$ cat src/rivm_pkg.sv
// Package for the reset and interrupt vector mapper.
// Assumes word-addressed program memory with 12-bit program counter.
package rivm_pkg;

   // ------------------------------------------------------------
   // Widths
   // ------------------------------------------------------------
   localparam int unsigned RIVM_PC_W   = 12;
   localparam int unsigned RIVM_NSRC   = 25;
   localparam int unsigned RIVM_SRC_W  = 5;

   // ------------------------------------------------------------
   // Addresses
   // ------------------------------------------------------------
   localparam logic [RIVM_PC_W-1:0] RIVM_APP_RESET_ADDR = 12'h000;
   localparam logic [RIVM_PC_W-1:0] RIVM_TABLE_OFFSET   = 12'h001;
   // Boot section start; depends on boot size fuses kept outside
   localparam logic [RIVM_PC_W-1:0] RIVM_BOOT_ADDR_RST  = 12'hC00;
   localparam logic [RIVM_PC_W-1:0] RIVM_FETCH_RST      = 12'h000;

   // Source index i (0..24) maps to base vector i + 1
   localparam logic [RIVM_SRC_W-1:0] RIVM_SRC_EXT0      = 5'h00;
   localparam logic [RIVM_SRC_W-1:0] RIVM_SRC_EXT1      = 5'h01;
   localparam logic [RIVM_SRC_W-1:0] RIVM_SRC_PCH0      = 5'h02;
   localparam logic [RIVM_SRC_W-1:0] RIVM_SRC_PCH1      = 5'h03;
   localparam logic [RIVM_SRC_W-1:0] RIVM_SRC_PCH2      = 5'h04;
   localparam logic [RIVM_SRC_W-1:0] RIVM_SRC_WDOG      = 5'h05;
   localparam logic [RIVM_SRC_W-1:0] RIVM_SRC_T2_CA     = 5'h06;
   localparam logic [RIVM_SRC_W-1:0] RIVM_SRC_T2_CB     = 5'h07;
   localparam logic [RIVM_SRC_W-1:0] RIVM_SRC_T2_OVF    = 5'h08;
   localparam logic [RIVM_SRC_W-1:0] RIVM_SRC_T1_CAPT   = 5'h09;
   localparam logic [RIVM_SRC_W-1:0] RIVM_SRC_T1_CA     = 5'h0A;
   localparam logic [RIVM_SRC_W-1:0] RIVM_SRC_T1_CB     = 5'h0B;
   localparam logic [RIVM_SRC_W-1:0] RIVM_SRC_T1_OVF    = 5'h0C;
   localparam logic [RIVM_SRC_W-1:0] RIVM_SRC_T0_CA     = 5'h0D;
   localparam logic [RIVM_SRC_W-1:0] RIVM_SRC_T0_CB     = 5'h0E;
   localparam logic [RIVM_SRC_W-1:0] RIVM_SRC_T0_OVF    = 5'h0F;
   localparam logic [RIVM_SRC_W-1:0] RIVM_SRC_SER_PER   = 5'h10;
   localparam logic [RIVM_SRC_W-1:0] RIVM_SRC_UART_RX   = 5'h11;
   localparam logic [RIVM_SRC_W-1:0] RIVM_SRC_TX_EMPTY  = 5'h12;
   localparam logic [RIVM_SRC_W-1:0] RIVM_SRC_UART_TX   = 5'h13;
   localparam logic [RIVM_SRC_W-1:0] RIVM_SRC_CONV      = 5'h14;
   localparam logic [RIVM_SRC_W-1:0] RIVM_SRC_NVDATA    = 5'h15;
   localparam logic [RIVM_SRC_W-1:0] RIVM_SRC_ACOMP     = 5'h16;
   localparam logic [RIVM_SRC_W-1:0] RIVM_SRC_TWO_WIRE  = 5'h17;
   localparam logic [RIVM_SRC_W-1:0] RIVM_SRC_STORE     = 5'h18;

   typedef enum logic [1:0] {RIVM_IDLE, RIVM_RESET_JUMP, RIVM_IRQ_JUMP} rivm_kind_t;

endpackage

$ cat src/rivm_vector_mapper.sv
// Reset and interrupt vector address generator for the core fetch unit.
// Assumes the core pulses irq_accept for one cycle with a valid source index,
// and takes fetch_addr when fetch_load is high.
//
// What this block does
// - With the boot reset fuse unprogrammed, every reset starts fetch at address 0x000.
// - With the boot reset fuse programmed, every reset starts fetch at the boot-loader reset address.
// - With vector relocation set, each interrupt target is its base vector plus the boot section start.
// - The vector table starts at 0x001, or at boot address plus 0x001 when relocated, whatever the fuse.
// - External request 0 uses base 0x001 and external request 1 uses base 0x002.
// - Pin change requests 0, 1 and 2 use bases 0x003, 0x004 and 0x005.
// - Watchdog uses 0x006 and timer 2 compare A, compare B, overflow use 0x007 to 0x009.
// - Timer 1 capture, compare A, compare B and overflow use 0x00A to 0x00D.
// - Timer 0 compare A, compare B and overflow use 0x00E to 0x010.
// - Serial peripheral uses 0x011 and the USART receive, empty, transmit use 0x012 to 0x014.
// - Converter done uses 0x015, data memory ready 0x016, analog comparator 0x017.
// - Two-wire interface uses 0x018 and self-programming store done uses 0x019.
`timescale 1ns/10ps
module rivm_vector_mapper
   import rivm_pkg::*;
(
   input  wire logic                  mclk,
   input  wire logic                  srst,
   input  wire logic                  boot_reset_fuse,
   input  wire logic                  vector_table_relocate,
   input  wire logic [RIVM_PC_W-1:0]  boot_start_addr,
   input  wire logic                  irq_accept,
   input  wire logic [RIVM_SRC_W-1:0] irq_source,
   output logic      [RIVM_PC_W-1:0]  fetch_addr,
   output logic                       fetch_load,
   output logic                       src_error
);

   // ------------------------------------------------------------
   // Vector table
   // ------------------------------------------------------------
   // Base of each source is one word past the previous slot
   logic [RIVM_PC_W-1:0] base_tbl [RIVM_NSRC];
   genvar gi;
   generate
      for (gi = 0; gi < RIVM_NSRC; gi++)
      begin : g_base
         assign base_tbl[gi] = RIVM_TABLE_OFFSET + RIVM_PC_W'(gi);
      end
   endgenerate

   // ------------------------------------------------------------
   // Address selection
   // ------------------------------------------------------------
   wire                  src_valid   = (irq_source < RIVM_SRC_W'(RIVM_NSRC));
   wire [RIVM_PC_W-1:0]  base_sel    = src_valid ? base_tbl[irq_source] : RIVM_TABLE_OFFSET;
   wire [RIVM_PC_W-1:0]  table_shift = vector_table_relocate ? boot_start_addr : RIVM_APP_RESET_ADDR;
   // Top carry dropped: a table placed at the end of flash wraps to zero
   wire [RIVM_PC_W-1:0]  irq_target  = base_sel + table_shift;
   // Fuse value 1 means unprogrammed
   wire [RIVM_PC_W-1:0]  reset_target = boot_reset_fuse ? RIVM_APP_RESET_ADDR : boot_start_addr;

   // ------------------------------------------------------------
   // Fetch redirect
   // ------------------------------------------------------------
   // Reset jump issued on the first cycle after release so the
   // fuse level is sampled clocked, not captured under reset.
   logic                 rst_pend_q;
   logic [RIVM_PC_W-1:0] addr_q;
   logic                 load_q;
   logic                 err_q;
   rivm_kind_t           kind_q;

   wire                  do_reset = rst_pend_q;
   // Accept during the reset jump is dropped; the core must ask again
   wire                  do_irq   = irq_accept && !rst_pend_q;
   wire [RIVM_PC_W-1:0]  addr_d   = do_reset ? reset_target : (do_irq ? irq_target : addr_q);
   rivm_kind_t           kind_d;
   assign kind_d = do_reset ? RIVM_RESET_JUMP : (do_irq ? RIVM_IRQ_JUMP : RIVM_IDLE);

   always_ff @(posedge mclk)
   begin
      if (srst)
      begin
         rst_pend_q <= 1'b1;
         addr_q     <= RIVM_FETCH_RST;
         load_q     <= 1'b0;
         err_q      <= 1'b0;
         kind_q     <= RIVM_IDLE;
      end
      else
      begin
         rst_pend_q <= 1'b0;
         addr_q     <= addr_d;
         load_q     <= do_reset || do_irq;
         err_q      <= do_irq && !src_valid;
         kind_q     <= kind_d;
      end
   end

   assign fetch_addr = addr_q;
   assign fetch_load = load_q;
   assign src_error  = err_q;

   // ------------------------------------------------------------
   // Checks
   // ------------------------------------------------------------
   a_reset_app_addr: assert property (@(posedge mclk) disable iff (srst)
      $fell(rst_pend_q) && $past(boot_reset_fuse) |-> fetch_load && fetch_addr == 12'h000)
      else $error("reset did not jump to zero");

   a_reset_boot_addr: assert property (@(posedge mclk) disable iff (srst)
      $fell(rst_pend_q) && !$past(boot_reset_fuse) |-> fetch_load && fetch_addr == $past(boot_start_addr))
      else $error("reset did not jump to boot address");

   a_irq_relocated: assert property (@(posedge mclk) disable iff (srst)
      irq_accept && !rst_pend_q && vector_table_relocate && irq_source < 5'h19
      |=> fetch_addr == $past(boot_start_addr) + 12'h001 + {7'h00, $past(irq_source)})
      else $error("relocated vector wrong");

   a_table_start: assert property (@(posedge mclk) disable iff (srst)
      irq_accept && !rst_pend_q && irq_source == RIVM_SRC_EXT0 && !vector_table_relocate
      |=> fetch_addr == 12'h001)
      else $error("table start not at one");

   a_ext_one: assert property (@(posedge mclk) disable iff (srst)
      irq_accept && !rst_pend_q && irq_source == RIVM_SRC_EXT1 && !vector_table_relocate
      |=> fetch_addr == 12'h002)
      else $error("external one vector wrong");

   a_pin_change: assert property (@(posedge mclk) disable iff (srst)
      irq_accept && !rst_pend_q && irq_source == RIVM_SRC_PCH0 && !vector_table_relocate
      |=> fetch_addr == 12'h003)
      else $error("pin change vector wrong");

   a_watchdog_vec: assert property (@(posedge mclk) disable iff (srst)
      irq_accept && !rst_pend_q && irq_source == RIVM_SRC_WDOG && !vector_table_relocate
      |=> fetch_addr == 12'h006)
      else $error("watchdog vector wrong");

   a_timer1_capt: assert property (@(posedge mclk) disable iff (srst)
      irq_accept && !rst_pend_q && irq_source == RIVM_SRC_T1_CAPT && !vector_table_relocate
      |=> fetch_addr == 12'h00A)
      else $error("timer 1 capture vector wrong");

   a_timer0_ca: assert property (@(posedge mclk) disable iff (srst)
      irq_accept && !rst_pend_q && irq_source == RIVM_SRC_T0_CA && !vector_table_relocate
      |=> fetch_addr == 12'h00E)
      else $error("timer 0 compare vector wrong");

   a_serial_per: assert property (@(posedge mclk) disable iff (srst)
      irq_accept && !rst_pend_q && irq_source == RIVM_SRC_SER_PER && !vector_table_relocate
      |=> fetch_addr == 12'h011)
      else $error("serial peripheral vector wrong");

   a_conv_done: assert property (@(posedge mclk) disable iff (srst)
      irq_accept && !rst_pend_q && irq_source == RIVM_SRC_CONV && !vector_table_relocate
      |=> fetch_addr == 12'h015)
      else $error("converter vector wrong");

   a_store_done: assert property (@(posedge mclk) disable iff (srst)
      irq_accept && !rst_pend_q && irq_source == RIVM_SRC_STORE && !vector_table_relocate
      |=> fetch_addr == 12'h019)
      else $error("store done vector wrong");

   a_load_pulse: assert property (@(posedge mclk) disable iff (srst)
      irq_accept && !rst_pend_q ##1 !irq_accept |=> !fetch_load)
      else $error("fetch load not a single pulse");

   // ------------------------------------------------------------
   // Checks: remaining table slots
   // ------------------------------------------------------------
   a_pin_change_one: assert property (@(posedge mclk) disable iff (srst)
      irq_accept && !rst_pend_q && irq_source == RIVM_SRC_PCH1 && !vector_table_relocate
      |=> fetch_addr == 12'h004)
      else $error("pin change one vector wrong");

   a_pin_change_two: assert property (@(posedge mclk) disable iff (srst)
      irq_accept && !rst_pend_q && irq_source == RIVM_SRC_PCH2 && !vector_table_relocate
      |=> fetch_addr == 12'h005)
      else $error("pin change two vector wrong");

   a_timer2_cb: assert property (@(posedge mclk) disable iff (srst)
      irq_accept && !rst_pend_q && irq_source == RIVM_SRC_T2_CB && !vector_table_relocate
      |=> fetch_addr == 12'h008)
      else $error("timer 2 compare B vector wrong");

   a_timer2_ovf: assert property (@(posedge mclk) disable iff (srst)
      irq_accept && !rst_pend_q && irq_source == RIVM_SRC_T2_OVF && !vector_table_relocate
      |=> fetch_addr == 12'h009)
      else $error("timer 2 overflow vector wrong");

   a_timer1_ca: assert property (@(posedge mclk) disable iff (srst)
      irq_accept && !rst_pend_q && irq_source == RIVM_SRC_T1_CA && !vector_table_relocate
      |=> fetch_addr == 12'h00B)
      else $error("timer 1 compare A vector wrong");

   a_timer1_cb: assert property (@(posedge mclk) disable iff (srst)
      irq_accept && !rst_pend_q && irq_source == RIVM_SRC_T1_CB && !vector_table_relocate
      |=> fetch_addr == 12'h00C)
      else $error("timer 1 compare B vector wrong");

   a_timer1_ovf: assert property (@(posedge mclk) disable iff (srst)
      irq_accept && !rst_pend_q && irq_source == RIVM_SRC_T1_OVF && !vector_table_relocate
      |=> fetch_addr == 12'h00D)
      else $error("timer 1 overflow vector wrong");

   a_timer0_cb: assert property (@(posedge mclk) disable iff (srst)
      irq_accept && !rst_pend_q && irq_source == RIVM_SRC_T0_CB && !vector_table_relocate
      |=> fetch_addr == 12'h00F)
      else $error("timer 0 compare B vector wrong");

   a_timer0_ovf: assert property (@(posedge mclk) disable iff (srst)
      irq_accept && !rst_pend_q && irq_source == RIVM_SRC_T0_OVF && !vector_table_relocate
      |=> fetch_addr == 12'h010)
      else $error("timer 0 overflow vector wrong");

   a_uart_receive: assert property (@(posedge mclk) disable iff (srst)
      irq_accept && !rst_pend_q && irq_source == RIVM_SRC_UART_RX && !vector_table_relocate
      |=> fetch_addr == 12'h012)
      else $error("receive complete vector wrong");

   a_uart_empty: assert property (@(posedge mclk) disable iff (srst)
      irq_accept && !rst_pend_q && irq_source == RIVM_SRC_TX_EMPTY && !vector_table_relocate
      |=> fetch_addr == 12'h013)
      else $error("data register empty vector wrong");

   a_uart_transmit: assert property (@(posedge mclk) disable iff (srst)
      irq_accept && !rst_pend_q && irq_source == RIVM_SRC_UART_TX && !vector_table_relocate
      |=> fetch_addr == 12'h014)
      else $error("transmit complete vector wrong");

   a_nvdata_ready: assert property (@(posedge mclk) disable iff (srst)
      irq_accept && !rst_pend_q && irq_source == RIVM_SRC_NVDATA && !vector_table_relocate
      |=> fetch_addr == 12'h016)
      else $error("data memory ready vector wrong");

   a_analog_comp: assert property (@(posedge mclk) disable iff (srst)
      irq_accept && !rst_pend_q && irq_source == RIVM_SRC_ACOMP && !vector_table_relocate
      |=> fetch_addr == 12'h017)
      else $error("analog comparator vector wrong");

   a_two_wire: assert property (@(posedge mclk) disable iff (srst)
      irq_accept && !rst_pend_q && irq_source == RIVM_SRC_TWO_WIRE && !vector_table_relocate
      |=> fetch_addr == 12'h018)
      else $error("two-wire vector wrong");

   a_reloc_start: assert property (@(posedge mclk) disable iff (srst)
      irq_accept && !rst_pend_q && irq_source == RIVM_SRC_EXT0 && vector_table_relocate
      |=> fetch_addr == $past(boot_start_addr) + 12'h001)
      else $error("relocated table start wrong");

   a_reloc_pin: assert property (@(posedge mclk) disable iff (srst)
      irq_accept && !rst_pend_q && irq_source == RIVM_SRC_PCH0 && vector_table_relocate
      |=> fetch_addr == $past(boot_start_addr) + 12'h003)
      else $error("relocated pin change vector wrong");

   a_reloc_last: assert property (@(posedge mclk) disable iff (srst)
      irq_accept && !rst_pend_q && irq_source == RIVM_SRC_STORE && vector_table_relocate
      |=> fetch_addr == $past(boot_start_addr) + 12'h019)
      else $error("relocated last vector wrong");

   a_app_table: assert property (@(posedge mclk) disable iff (srst)
      irq_accept && !rst_pend_q && !vector_table_relocate && irq_source < 5'h19
      |=> fetch_addr == 12'h001 + {7'h00, $past(irq_source)})
      else $error("application table vector wrong");

   // ------------------------------------------------------------
   // Checks: reset jump and fetch handshake
   // ------------------------------------------------------------
   a_reset_outputs: assert property (@(posedge mclk)
      srst
      |=> !fetch_load && !src_error && fetch_addr == RIVM_FETCH_RST)
      else $error("outputs not cleared by reset");

   a_drop_accept: assert property (@(posedge mclk) disable iff (srst)
      rst_pend_q && irq_accept
      |=> kind_q == RIVM_RESET_JUMP && !src_error)
      else $error("accept in release cycle not dropped");

   a_reset_single: assert property (@(posedge mclk) disable iff (srst)
      $fell(rst_pend_q) && !irq_accept
      |=> !fetch_load)
      else $error("reset jump not a single pulse");

   a_src_error: assert property (@(posedge mclk) disable iff (srst)
      irq_accept && !rst_pend_q && irq_source > 5'h18
      |=> src_error && fetch_addr == ($past(vector_table_relocate) ? $past(boot_start_addr) : 12'h000) + 12'h001)
      else $error("out of range source not flagged");

   a_src_quiet: assert property (@(posedge mclk) disable iff (srst)
      irq_accept && !rst_pend_q && irq_source < 5'h19
      |=> !src_error)
      else $error("valid source flagged as error");

   a_no_spurious: assert property (@(posedge mclk) disable iff (srst)
      !irq_accept && !rst_pend_q
      |=> !fetch_load)
      else $error("fetch load without a request");

   a_fetch_hold: assert property (@(posedge mclk) disable iff (srst)
      !fetch_load && !$past(srst)
      |-> $stable(fetch_addr))
      else $error("fetch address moved without a load");

   a_kind_load: assert property (@(posedge mclk) disable iff (srst)
      fetch_load == (kind_q != RIVM_IDLE))
      else $error("jump kind disagrees with fetch load");

endmodule // rivm_vector_mapper

$ cat config.mk
export PLATFORM = sky130hd
export DESIGN_NAME = rivm_vector_mapper
export DESIGN_NICKNAME = d
export VERILOG_FILES = /design/src/rivm_pkg.sv /design/src/rivm_vector_mapper.sv
export SDC_FILE = /design/constraint.sdc
export NUM_CORES = 1
export LEC_CHECK = 0
export BUFFER_PORTS_ARGS = -buffer_cell sky130_fd_sc_hd__buf_2
export CAP_MARGIN = 40
export CORE_ASPECT_RATIO = 0.8
export CORE_MARGIN = 2
export CORE_UTILIZATION = 40
export CTS_CLUSTER_SIZE = 20
export DETAILED_ROUTE_END_ITERATION = 10
export GPL_TIMING_DRIVEN = 1
export PLACE_DENSITY = 0.74
export SLEW_MARGIN = 30
export SYNTH_ARGS = -nofsm -noshare
export SYNTH_HDL_FRONTEND = slang
export SYNTH_SLANG_ARGS = --single-unit
$ cat constraint.sdc
create_clock -name mclk -period 2.4 [get_ports mclk]
set_clock_uncertainty 0.1 [all_clocks]
set_input_delay 0.48 -clock mclk [delete_from_list [all_inputs] [get_ports mclk]]
set_output_delay 0.48 -clock mclk [all_outputs]
set_load 0.01 [all_outputs]
# ---- Yosys cells after proc, flatten, opt, wreduce, memory -nomap -nowiden
# Memories as Yosys holds them, arrays and structs flattened.
# Cells that the tools add are included.
dict set report word_totals {
  reg_bits 15
  memories 1
  input_bits 22
  rom_bits 384
}
dict set report op_classes {
  n_bitwise 1
  mux 8
  n_addsub 1
  magnitude_cmp 2
  n_reduce_logical 6
}
# memory words width read_ports rd_ports_with_merged_regs wr line_no
set memory_table {}
lappend memory_table {{(name not given)} 32 12 1 0 0 rivm_vector_mapper.sv:51} ;# wire [RIVM_PC_W-1:0] base_sel = src_valid ? base_tbl[irq_source] : RIVM_TABLE_OFFSET;
# op n
set op_table {}
lappend op_table {{12-bit two-way mux} 7}
lappend op_table {{12-bit adder} 1}
lappend op_table {{6-bit >= comparator, second input constant} 1}
lappend op_table {{5-bit NOT with 6-bit output} 1}
lappend op_table {{5-bit < comparator, second input constant} 1}
lappend op_table {{1-bit logical AND} 2}
lappend op_table {{1-bit zero test} 2}
lappend op_table {{2-bit nonzero test} 1}
lappend op_table {{1-bit logical OR} 1}
lappend op_table {{1-bit two-way mux} 1}

# ---- Logic depth before layout (Yosys ltp)
# Gate-level depths: netlist of run 1.
dict set report depth {
  depth_word 8
  mapped_depth 10
  depth_no_buf 10
}

# ---- Least setup slack after synthesis of run 1
# OpenSTA, ideal clock, no wires.
dict set report synth_timing {
  kind {in2reg}
  startpoint {in vector_table_relocate}
  endpoint {reg addr_q[10], in the netlist fetch_addr[10]}
  setup_ns 0.060
  n_path_buf 1
  setup_slack_ns 0.007
  arrival_time_ns 2.233
  stages 8
  required_time_ns 2.240
  cell_sequence {clkbuf_2 -> and2_1 -> ha_1 -> fa_1 -> a211oi_1 -> o21bai_1 -> a2111oi_0 -> a311o_1}
}
dict set report synth_between {
  elab_chain_cells 4
}
# element line_no
set synth_lines {}
lappend synth_lines {{start, declared} rivm_vector_mapper.sv:25} ;# input wire logic vector_table_relocate,
lappend synth_lines {{12-bit two-way mux} rivm_vector_mapper.sv:52} ;# wire [RIVM_PC_W-1:0] table_shift = vector_table_relocate ? boot_start_addr : RIVM_APP_RESET_ADDR;
lappend synth_lines {{12-bit adder} rivm_vector_mapper.sv:54} ;# wire [RIVM_PC_W-1:0] irq_target = base_sel + table_shift;
lappend synth_lines {{12-bit two-way mux (2 in series)} rivm_vector_mapper.sv:72} ;# wire [RIVM_PC_W-1:0] addr_d = do_reset ? reset_target : (do_irq ? irq_target : addr_q);
lappend synth_lines {{end signal, assigned} rivm_vector_mapper.sv:89} ;# addr_q <= addr_d;
lappend synth_lines {{end, declared} rivm_vector_mapper.sv:64} ;# logic [RIVM_PC_W-1:0] addr_q;
# No other way between the ends. The select of a mux whose other input is x is not followed.
# A chain may end at the register's enable or synchronous reset.

# ---- Worst setup path in the final report of run 1
dict set report layout_timing {
  startpoint {in irq_source[0]}
  endpoint {reg addr_q[7], in the netlist fetch_addr[7]}
}
dict set report layout_between {
  elab_chain_cells 8
  elab_cells_between_ends 9
}
# element line_no
set layout_lines {}
lappend layout_lines {{start, declared} rivm_vector_mapper.sv:28} ;# input wire logic [RIVM_SRC_W-1:0] irq_source,
lappend layout_lines {{5-bit NOT with 6-bit output (not written as such)} rivm_vector_mapper.sv:51}
lappend layout_lines {{memory read 32 x 12 bit} n/a}
lappend layout_lines {{12-bit two-way mux (not written as such) (2 in series)} rivm_vector_mapper.sv:51}
lappend layout_lines {{12-bit two-way mux (*)} rivm_vector_mapper.sv:51}
lappend layout_lines {{12-bit adder (*)} rivm_vector_mapper.sv:54}
lappend layout_lines {{12-bit two-way mux (*) (2 in series)} rivm_vector_mapper.sv:72}
# Mark *: on every way between the ends. The rest lies on a longest branch, timed or not. The select of a mux whose other input is x is not followed.

==> impl_metrics.yaml, run 1 <==
critical_path:
  crit_slowest_cell: "sky130_fd_sc_hd__ha_1"
  cp-start-kind: "input pin"
  critPathTopFamily: "compound AO/OA/AOI/OAI gates"
  crit_type: "in2reg"
  critical_path_required_ns: 2.49
  critical_path_peak_fanout: 6
  crit_path_max_incr_delay_ns: 0.33
  worst-path-buf-inv: 1
  cp_cell_sequence: "buf_2 -> ha_2 -> and2_1 -> ha_1 -> a211oi_1 -> o21a_4 -> o31a_2 -> o21ai_1 -> a2111oi_2"
  worstSetupEndpointType: "flip-flop"
  worstPathArrival_ns: 2.44
logic_synthesis:
  net_count_of_the_mapped_netlist: 172
  synth_warnings: 0
  seq_area_frac_synth_pct: 25.8
  post_synth_num_cell_types: 45
  flip_flop_and_latch_count_after_synthesis: 15
  dominantRegCellSynth: "sky130_fd_sc_hd__dfxtp_1"
  most_numerous_cell_in_the_yosys_netlist: "sky130_fd_sc_hd__nor2_1"
  edff_count_synth: 0
  synth_top_cell_area_share_pct: 25.8
  syn_area_um2: 1160
  synthArstFlopShare_pct: 0
  netlist_top_cells_count: "18 x sky130_fd_sc_hd__nor2_1, 15 x sky130_fd_sc_hd__dfxtp_1, 9 x sky130_fd_sc_hd__nand2_1, 8 x sky130_fd_sc_hd__nor3_1"
  avgSynthCellArea_um2: 8.19
  post_synth_inst_count: 142
  yosys-top-cells-area: "sky130_fd_sc_hd__dfxtp_1 26%, sky130_fd_sc_hd__ha_1 7.5%, sky130_fd_sc_hd__nor2_1 5.8%, sky130_fd_sc_hd__a211oi_1 3.9%, sky130_fd_sc_hd__and2_1 3.8%"
  netlist.top_cell.by_area: "sky130_fd_sc_hd__dfxtp_1"
clocking:
  cts_max_path_buffers: 2
  cts_inserted_buffers: 3
  cts_root_buf: "sky130_fd_sc_hd__clkbuf_4"
  total_clock_sinks: 15
  ctsHoldBuffers: 0
  cts.repair.resized: 0
  post_cts_buffers: 0
  htreeDepth: 1
  cts_tree: "built"
  cts.reportedPaths.clkPinSlew_ns: 0.09
  clk_latency_ns: 0.28
drt:
  vias: 1275
  antenna_left: 0
  routed_wire_length_per_instance_um: 14.0
  routed_via_density: 5.57
  postRouteWirelength_mm: 3.22
  detailedRoute.firstPassIterationCount: 4
  initialDrtViolationCount: 63
  remaining_drc_errors: 0
sta:
  final_hold_viol_count: 0
  rsz0062_at_grt: "true"
  finalSetupViolCount: 0
  timing.final.max_slew_violations: 0
  worst_pin_slew_ns: 0.637
  finalCritPeriodShare_pct: 97.9
  max_clock_freq_mhz: 426
  timing.setup.tns_ns: 0
  post-route-min-period_ns: 2.35
  maxSlewHeadroom_pct: 57.5
power:
  power.sequential.fraction_pct: 41.2
  power_frac_comb_pct: 36.5
  switching_power_as_a_share_of_total_power_pct: 33.6
  irDropWorstVdd_v: 0.000316
  power.clock.fraction_pct: 22.3
  power.density_cell_area_nw_per_um2: 448
  switchingPower_mw: 0.226
  leakage_nw: 0.687
  internal_power_mw: 0.446
placed_design:
  buffer_ports.inserted: 35
  hpwl_mm: 2.41
  routabilityCongestion: 0.863
global_route:
  grt_pass1_wl_mm: 5.15
  grt_antenna_before_repair: 0
  grt_use_total_pct: 19.6
  grt_overflow_total: 0
  grt_start_max_net_pins: 21
  first_global_vias: 1167
cells_and_area:
  areaGrowthSynthToFinish_pct: 29.1
  final-seq-area_um2: 300
  final_nets: 222
  drive_above_1_share_pct: 34.6
  multi_input_area_um2: 808
  diodes: 0
  fillCellCount: 268
  post-route-util_pct: 54.3
die:
  die_area_um2: 3360
  floorplan.io_pins: 36
  starting_density_pct: 42.0
  dieWidth_um: 64.3
  dieHeight_um: 52.2
  design.core.area_um2: 2770
  row_count: 17
run_status:
  status: "finished, final reports clean"
flow_run:
  cap_viol_max_count: 0
hold_path:
  holdCritPathClass: "in2reg"
[state kept, by name, indices dropped and copies added (netlist names)]
| name | count |
|---|---|
| fetch_load | 1 |
| src_error | 1 |
| fetch_addr | 12 |
| do_reset | 1 |
[worst min-delay path: stages]
cell	delay (ns)
sky130_fd_sc_hd__buf_2	0.08
sky130_fd_sc_hd__a31oi_1	0.06
sky130_fd_sc_hd__nor2_1	0.07
[power by group through the flow]
stage | sequential [mW] | combinational [mW] | clock, mW
6_report | 0.277 | 0.245 | 0.150
3_5_place_dp | 0.282 | 0.234 | 0
4_1_cts | 0.277 | 0.235 | 0.150
3_3_place_gp | 0.281 | 0.225 | 0
5_1_grt | 0.279 | 0.270 | 0.165
2_1_floorplan | 0.286 | 0.137 | 0
[placed cells by master (no fill, tap or decap), types with 2 or more instances in the layout]
cell,synthesis,routed
sky130_fd_sc_hd__buf_2,0,35
sky130_fd_sc_hd__nand2b_1,2,2
sky130_fd_sc_hd__clkbuf_4,0,3
sky130_fd_sc_hd__nor3_1,8,8
sky130_fd_sc_hd__a21boi_0,3,3
sky130_fd_sc_hd__a21oi_1,7,7
sky130_fd_sc_hd__a222oi_1,2,2
sky130_fd_sc_hd__nand2_1,9,9
sky130_fd_sc_hd__nor2_1,18,17
sky130_fd_sc_hd__o22ai_1,2,2
sky130_fd_sc_hd__a31oi_1,5,5
sky130_fd_sc_hd__a2111oi_2,1,2
sky130_fd_sc_hd__a22oi_1,2,2
sky130_fd_sc_hd__or3_1,2,2
sky130_fd_sc_hd__mux2i_1,3,3
sky130_fd_sc_hd__dfxtp_1,15,15
sky130_fd_sc_hd__inv_1,4,4
sky130_fd_sc_hd__nor4b_1,2,2
sky130_fd_sc_hd__a211oi_1,6,6
sky130_fd_sc_hd__o21ai_0,5,5
sky130_fd_sc_hd__nor2b_1,2,2
sky130_fd_sc_hd__ha_1,7,6
sky130_fd_sc_hd__buf_4,0,17
sky130_fd_sc_hd__o21ai_1,2,2
sky130_fd_sc_hd__and2_1,7,7
sky130_fd_sc_hd__xnor2_1,3,3
[kinds of logic after synthesis]
kind of cell | after synthesis | share of synthesized area [%]
and+or+nand+nor | 57 | 25.5
muxes | 3 | 2.58
DFF | 15 | 25.8
AOI/OAI and AO/OA | 44 | 27.1
xor gates and xnor gates | 4 | 3.01
adders and majority gates | 8 | 9.26
buffers and inverters | 11 | 6.67
[final cells by class]
| class | count | share of cell area (%) |
|---|---|---|
| sequential | 15 | 20.0 |
| inverter | 4 | 1.00 |
| clock buffer | 4 | 1.75 |
| multi-input combinational | 116 | 53.9 |
| timing repair buffer | 52 | 20.2 |
| tap | 38 | 3.17 |
[through the flow]
step / total power, mW / setup slack (ns) / instance area (µm²) / cells / hold WS (ns)
6_report: 0.672 / 0.0515 / 1500 / 229 / 0.339
5_1_grt: 0.714 / -0.116 / 1500 / 229 / 0.352
4_1_cts: 0.661 / 0.0110 / 1480 / 229 / 0.345
3_5_place_dp: 0.516 / -0.272 / 1450 / 225 / 0.389
3_3_place_gp: 0.506 / -0.181 / 1450 / 225 / 0.386
2_1_floorplan: 0.423 / 0.00707 / 1160 / 142 / 0.408
[layer usage]
layer | part of all wire, % | routed length (µm) | global-route usage (%)
met1 | 44 | 1420 | 24.7
met2 | 48 | 1540 | 32.5
met3 | 7.0 | 225 | 6.02
met4 | 0.96 | 31 | 6.03
met5 | 0 | 0 | 0
[path summary, 6_finish.rpt]
kind                                   start                          end  slack, ns  cells past startpoint
hold reg to reg   fetch_addr[4]$_SDFFE_PP0P_   fetch_addr[4]$_SDFFE_PP0P_       0.42                      2
hold / removal            boot_start_addr[1]   fetch_addr[1]$_SDFFE_PP0P_       0.34                      3
setup reg to reg            do_reset$_DFF_P_  fetch_addr[10]$_SDFFE_PP0P_       0.65                      4
setup / recovery               irq_source[0]   fetch_addr[7]$_SDFFE_PP0P_       0.05                      9
No activity file was read; power rests on OpenSTA's default activity.
==> inputs of run 2 (changes only) <==
BUFFER_PORTS_ARGS = not set   (was -buffer_cell sky130_fd_sc_hd__buf_2)
DONT_BUFFER_PORTS = 1   (was not set)
HOLD_SLACK_MARGIN = 0.02   (was not set)
PLACE_DENSITY = 0.63   (was 0.74)
==> run 2 against run 1 <==
Against the previous run:
- critical path depth shrank 2
- sequential power grew 4%
- fmax up 5.9%
- critical endpoint is now fetch_addr[10]$_SDFFE_PP0P_
- largest power group unchanged
- highest routed layer unchanged
==> impl_metrics.yaml, run 2 (synthesis results as in run 1) <==
clocking:
  clk_latency_ns: 0.29
  cts_tree: "built"
  cts_max_path_buffers: 2
  htreeDepth: 1
  total_clock_sinks: 15
  post_cts_buffers: 0
  cts_inserted_buffers: 3
  cts_root_buf: "sky130_fd_sc_hd__clkbuf_4"
  cts.reportedPaths.clkPinSlew_ns: 0.09
global_route:
  grt_start_max_net_pins: 21
  grt_overflow_total: 0
  grt_use_total_pct: 18.8
  first_global_vias: 1030
  grt_antenna_before_repair: 0
  grt_pass1_wl_mm: 4.83
sta:
  rsz0062_at_grt: "false"
  post-route-min-period_ns: 2.22
  worst_slack_ns: 0.183
  worst_pin_slew_ns: 0.637
  timing.setup.tns_ns: 0
  finalSetupViolCount: 0
  timing.final.max_slew_violations: 0
  timing.hold.ws_ns: 0.108
  finalCritPeriodShare_pct: 92.4
  maxSlewHeadroom_pct: 57.5
  max_clock_freq_mhz: 451
  final_hold_viol_count: 0
cells_and_area:
  final_nets: 178
  final_area_um2: 1230
  drive_above_1_share_pct: 12.2
  diodes: 0
  areaGrowthSynthToFinish_pct: 6.24
  layout_commonest_cell: "sky130_fd_sc_hd__nor2_1"
  largest_register_ff_count: 12
  layout_common_cells: "18 x sky130_fd_sc_hd__nor2_1, 15 x sky130_fd_sc_hd__dfxtp_1, 9 x sky130_fd_sc_hd__nand2_1, 8 x sky130_fd_sc_hd__nor3_1, 8 x sky130_fd_sc_hd__buf_4"
critical_path:
  worstPathArrival_ns: 2.36
  crit_path_max_incr_delay_ns: 0.48
  critical_path_required_ns: 2.54
  critical_path_peak_fanout: 5
  crit_slowest_cell: "sky130_fd_sc_hd__fa_1"
  cp_cell_sequence: "ha_1 -> and2_1 -> fa_1 -> a211oi_1 -> o21bai_1 -> a2111oi_1 -> a311o_1"
  crit_type: "in2reg"
  worst-path-buf-inv: 0
  cp-start-kind: "input pin"
  critPathTopFamily: "compound AO/OA/AOI/OAI gates"
  worstSetupEndpointType: "flip-flop"
drt:
  detailedRoute.firstPassIterationCount: 4
  initialDrtViolationCount: 58
  routed_via_density: 5.92
  remaining_drc_errors: 0
  antenna_left: 0
  postRouteWirelength_mm: 2.90
  vias: 1095
  routed_wire_length_per_instance_um: 15.6
die:
  floorplan.io_pins: 36
  dieWidth_um: 64.3
  row_count: 17
  starting_density_pct: 42.0
  die_area_um2: 3360
  design.core.area_um2: 2770
  dieHeight_um: 52.2
power:
  leakage_nw: 0.483
  power.density_cell_area_nw_per_um2: 487
  irDropWorstVdd_v: 0.000205
  finalPower_mw: 0.601
placed_design:
  buffer_ports.inserted: 0
  hpwl_mm: 2.21
  placed_cell_area_um2: 1210
  routabilityCongestion: 0.810
  place_ws_ns: -0.127
flow_run:
  cap_viol_max_count: 0
run_status:
  status: "finished, final reports clean"
hold_path:
  holdCritPathClass: "in2reg"
run 2: changes by cell type in the layout (fill, tap and decap cells not counted):
cell | before | now
sky130_fd_sc_hd__buf_4 | 17 | 8
sky130_fd_sc_hd__nor2_1 | 17 | 18
sky130_fd_sc_hd__a2111oi_1 | 0 | 1
sky130_fd_sc_hd__a2111oi_2 | 2 | 1
sky130_fd_sc_hd__nor4_4 | 1 | 0
sky130_fd_sc_hd__ha_1 | 6 | 7
sky130_fd_sc_hd__o21bai_2 | 1 | 0
sky130_fd_sc_hd__nor4_2 | 0 | 1
sky130_fd_sc_hd__o21bai_1 | 0 | 1
sky130_fd_sc_hd__buf_2 | 35 | 0
sky130_fd_sc_hd__nor2_2 | 1 | 0
sky130_fd_sc_hd__ha_2 | 1 | 0
run 2: cell type report:
cell class / count / area, µm²
inverter: 4 / 15.0
fill: 288 / 1530
sequential: 15 / 300
timing repair buffer: 8 / 60.1
clock buffer: 4 / 26.3
multi-input combinational: 116 / 786
tap: 38 / 47.5
run 2: per-layer routing:
layer  GRT usage [%]  vias up  wire length, µm
li1                -      540                -
met1            24.2      508             1290
met2            30.2       44             1260
met3            7.53        3              327
met4            3.19        0               19
met5               0        -                0
run 2: worst reg2reg max path, delay by kind of cell (launching register included):
family	cells	cell delay (ns)
AOI/OAI and AO/OA	2	0.34
buffers and inverters	1	0.17
and+or+nand+nor	3	0.34
DFF	1	0.74
run 2: repair_timing:
item	in CTS	in global routing
endpoints found under the setup margin	0	1
hold buffers	0	0
resized for setup	0	1
run 2: report_power, final:
group          leakage [nW]  internal, mW  switching (mW)
clock network        0.0150        0.0648          0.0862
registers             0.124         0.265          0.0217
logic                 0.344        0.0822          0.0807
total                 0.483         0.412           0.189
run 2: through the flow:
stage / std cells / utilization [%]
finish: 185 / 44.7
global route: 185 / 44.7
CTS: 185 / 44.6
detailed placement: 181 / 43.7
global placement: 181 / 43.7
floorplan: 142 / -
run 2: final timing paths:
check / to / start / cells after the start / slack [ns]
worst max-delay path: fetch_addr[10]$_SDFFE_PP0P_ / irq_source[0] / 7 / 0.18
worst min-delay path: do_reset$_DFF_P_ / srst / 0 / 0.11
worst max register to register: fetch_addr[5]$_SDFFE_PP0P_ / do_reset$_DFF_P_ / 6 / 0.65
worst min register to register: fetch_addr[3]$_SDFFE_PP0P_ / fetch_addr[3]$_SDFFE_PP0P_ / 2 / 0.50
==> inputs of run 3 (changes only) <==
CORE_MARGIN = 3   (was 2)
clock period = 1.87 ns   (was 2.4 ns; I/O delays follow)
==> run 3 against run 2 <==
Against the previous run:
- the flow now finishes with violations (negative setup slack)
- via count increased by 4.0%
- flip-flop and latch count did not move
- worst setup slack worse by 0.26 ns
- power grew 48%
- die area grew 7.1%
- register-to-register slack worse by 0.40 ns
- critical path depth up 4
- non-clock buffer count up 11
- routed wire length is 16% higher
- sequential power grew 28%
- first-iteration DRC count is 5.2% lower
- largest cell class unchanged
==> impl_metrics.yaml, run 3 (synthesis results as in run 1) <==
global_route:
  grt_pass1_wl_mm: 5.32
  grt_overflow_total: 0
  first_global_vias: 1142
  grt_use_total_pct: 19.4
  grt_start_max_net_pins: 19
  grt_antenna_before_repair: 0
die:
  starting_density_pct: 44.7
  row_count: 16
  floorplan.io_pins: 36
  dieHeight_um: 54.2
  die_area_um2: 3590
  dieWidth_um: 66.3
  design.core.area_um2: 2600
sta:
  final_hold_viol_count: 0
  finalSetupViolCount: 5
  maxSlewHeadroom_pct: 66.3
  worst_pin_slew_ns: 0.504
  post-route-min-period_ns: 1.95
  max_clock_freq_mhz: 512
  rsz0062_at_grt: "true"
  worst_slack_ns: -0.0814
  timing.final.max_slew_violations: 0
  finalCritPeriodShare_pct: 104
cells_and_area:
  largest_register_ff_count: 12
  final-seq-area_um2: 300
  multi_input_area_um2: 1020
  final_area_um2: 1570
  final_nets: 189
  fillCellCount: 221
  layout_common_cells: "15 x sky130_fd_sc_hd__nor2_1, 15 x sky130_fd_sc_hd__dfxtp_1, 13 x sky130_fd_sc_hd__buf_4, 6 x sky130_fd_sc_hd__nand2_1, 6 x sky130_fd_sc_hd__nor3_1"
  diodes: 0
  drive_above_1_share_pct: 36.1
  post-route-util_pct: 60.2
  areaGrowthSynthToFinish_pct: 34.8
  layout.cells.non_filler: 194
placed_design:
  buffer_ports.inserted: 0
  hpwl_mm: 2.51
  placed_cells_incl_taps: 186
  placed_cell_area_um2: 1340
  routabilityCongestion: 0.786
critical_path:
  rr_endpoint: "fetch_addr[10]$_SDFFE_PP0P_"
  critical_path_peak_fanout: 4
  worstPathArrival_ns: 2.03
  timing.critical_path.to: "fetch_addr[4]$_SDFFE_PP0P_"
  worstReg2RegStart: "do_reset$_DFF_P_"
  crit_path_max_incr_delay_ns: 0.32
  r2r_setup_slack_ns: 0.25
  ff2ff_path_depth: 4
  cp-start-kind: "input pin"
  cp_cell_sequence: "ha_4 -> inv_2 -> mux2i_1 -> a21oi_1 -> ha_2 -> buf_6 -> a21o_4 -> a21oi_4 -> xnor2_1 -> a222oi_1 -> nor2_1"
  critical_path_required_ns: 1.95
  crit_start: "irq_source[1]"
  crit_slowest_cell: "sky130_fd_sc_hd__ha_2"
  crit_type: "in2reg"
  worstSetupEndpointType: "flip-flop"
drt:
  remaining_drc_errors: 0
  detailedRoute.firstPassIterationCount: 4
  vias: 1139
  antenna_left: 0
  routed_wire_length_per_instance_um: 17.4
  initialDrtViolationCount: 55
  routed_via_density: 5.87
  postRouteWirelength_mm: 3.37
power:
  leakage_nw: 0.580
  power.density_cell_area_nw_per_um2: 568
  irDropWorstVdd_v: 0.000347
clocking:
  total_clock_sinks: 15
  clk_latency_ns: 0.29
  htreeDepth: 1
  cts_root_buf: "sky130_fd_sc_hd__clkbuf_4"
  cts.reportedPaths.clkPinSlew_ns: 0.10
  cts_tree: "built"
  cts_inserted_buffers: 3
  cts_max_path_buffers: 2
hold_path:
  holdCritPathClass: "in2reg"
  timing.hold.worst.start: "srst"
run_status:
  violations_in_the_final_reports: "negative setup slack"
  status: "complete, but fails checks"
flow_run:
  cap_viol_max_count: 0
[run 3: worst min path at each step]
stage,endpoint,cells after the start
2_1_floorplan,do_reset$_DFF_P_,0
3_3_place_gp,do_reset$_DFF_P_,0
3_5_place_dp,do_reset$_DFF_P_,0
4_1_cts,fetch_addr[0]$_SDFFE_PP0P_,1
5_1_grt,fetch_addr[1]$_SDFFE_PP0P_,1
6_report,fetch_addr[1]$_SDFFE_PP0P_,1
[run 3: worst max-delay path: cells and delay by family]
| family | cells | cell delay [ns] |
|---|---|---|
| AO/OA/AOI/OAI | 4 | 0.81 |
| XOR/XNOR | 1 | 0.08 |
| adder cells (fa/ha/maj) | 2 | 0.46 |
| buffers and inverters | 2 | 0.19 |
| multiplexers | 1 | 0.07 |
| AND/OR/NAND/NOR | 1 | 0.06 |
[run 3: repair_timing]
action	in CTS	in global routing
gates resized for setup	13	17
setup endpoints to repair	5	8
hold buffers	1	2
hold endpoints to repair	1	3
pin swaps	6	16
buffers inserted	1	0
[run 3: area by class of cell]
class | count | share of cell area, %
Multi-Input combinational cell | 116 | 64.9
Sequential cell | 15 | 19.2
Timing Repair Buffer | 19 | 10.3
Tap cell | 36 | 2.88
Clock buffer | 3 | 1.44
Inverter | 4 | 0.958
Clock inverter | 1 | 0.319
[run 3: power by group]
group	internal, mW	leakage (nW)	switching (mW)	total (mW)
clock network	0.0797	0.0177	0.118	0.197
logic	0.172	0.439	0.155	0.327
registers	0.340	0.124	0.0256	0.366
total	0.592	0.580	0.299	0.890
[run 3: stage by stage]
step / worst slack (ns) / power [mW] / setup TNS, ns / hold WS, ns
floorplan: -0.333 / 0.567 / -1.52 / 0.302
global placement: -0.398 / 0.616 / -2.65 / 0.303
detailed placement: -0.440 / 0.625 / -3.13 / 0.303
CTS: -0.0638 / 0.846 / -0.197 / 0.0233
global route: -0.169 / 0.941 / -0.713 / 0.0223
finish: -0.0814 / 0.890 / -0.350 / 0.0368
[run 3: layer usage]
metal	track usage [%]	vias up	part of all wire [%]
li1	-	560	-
met1	25.1	541	46
met2	32.0	36	44
met3	7.39	2	9.9
met4	2.03	0	0.12
met5	0	-	0
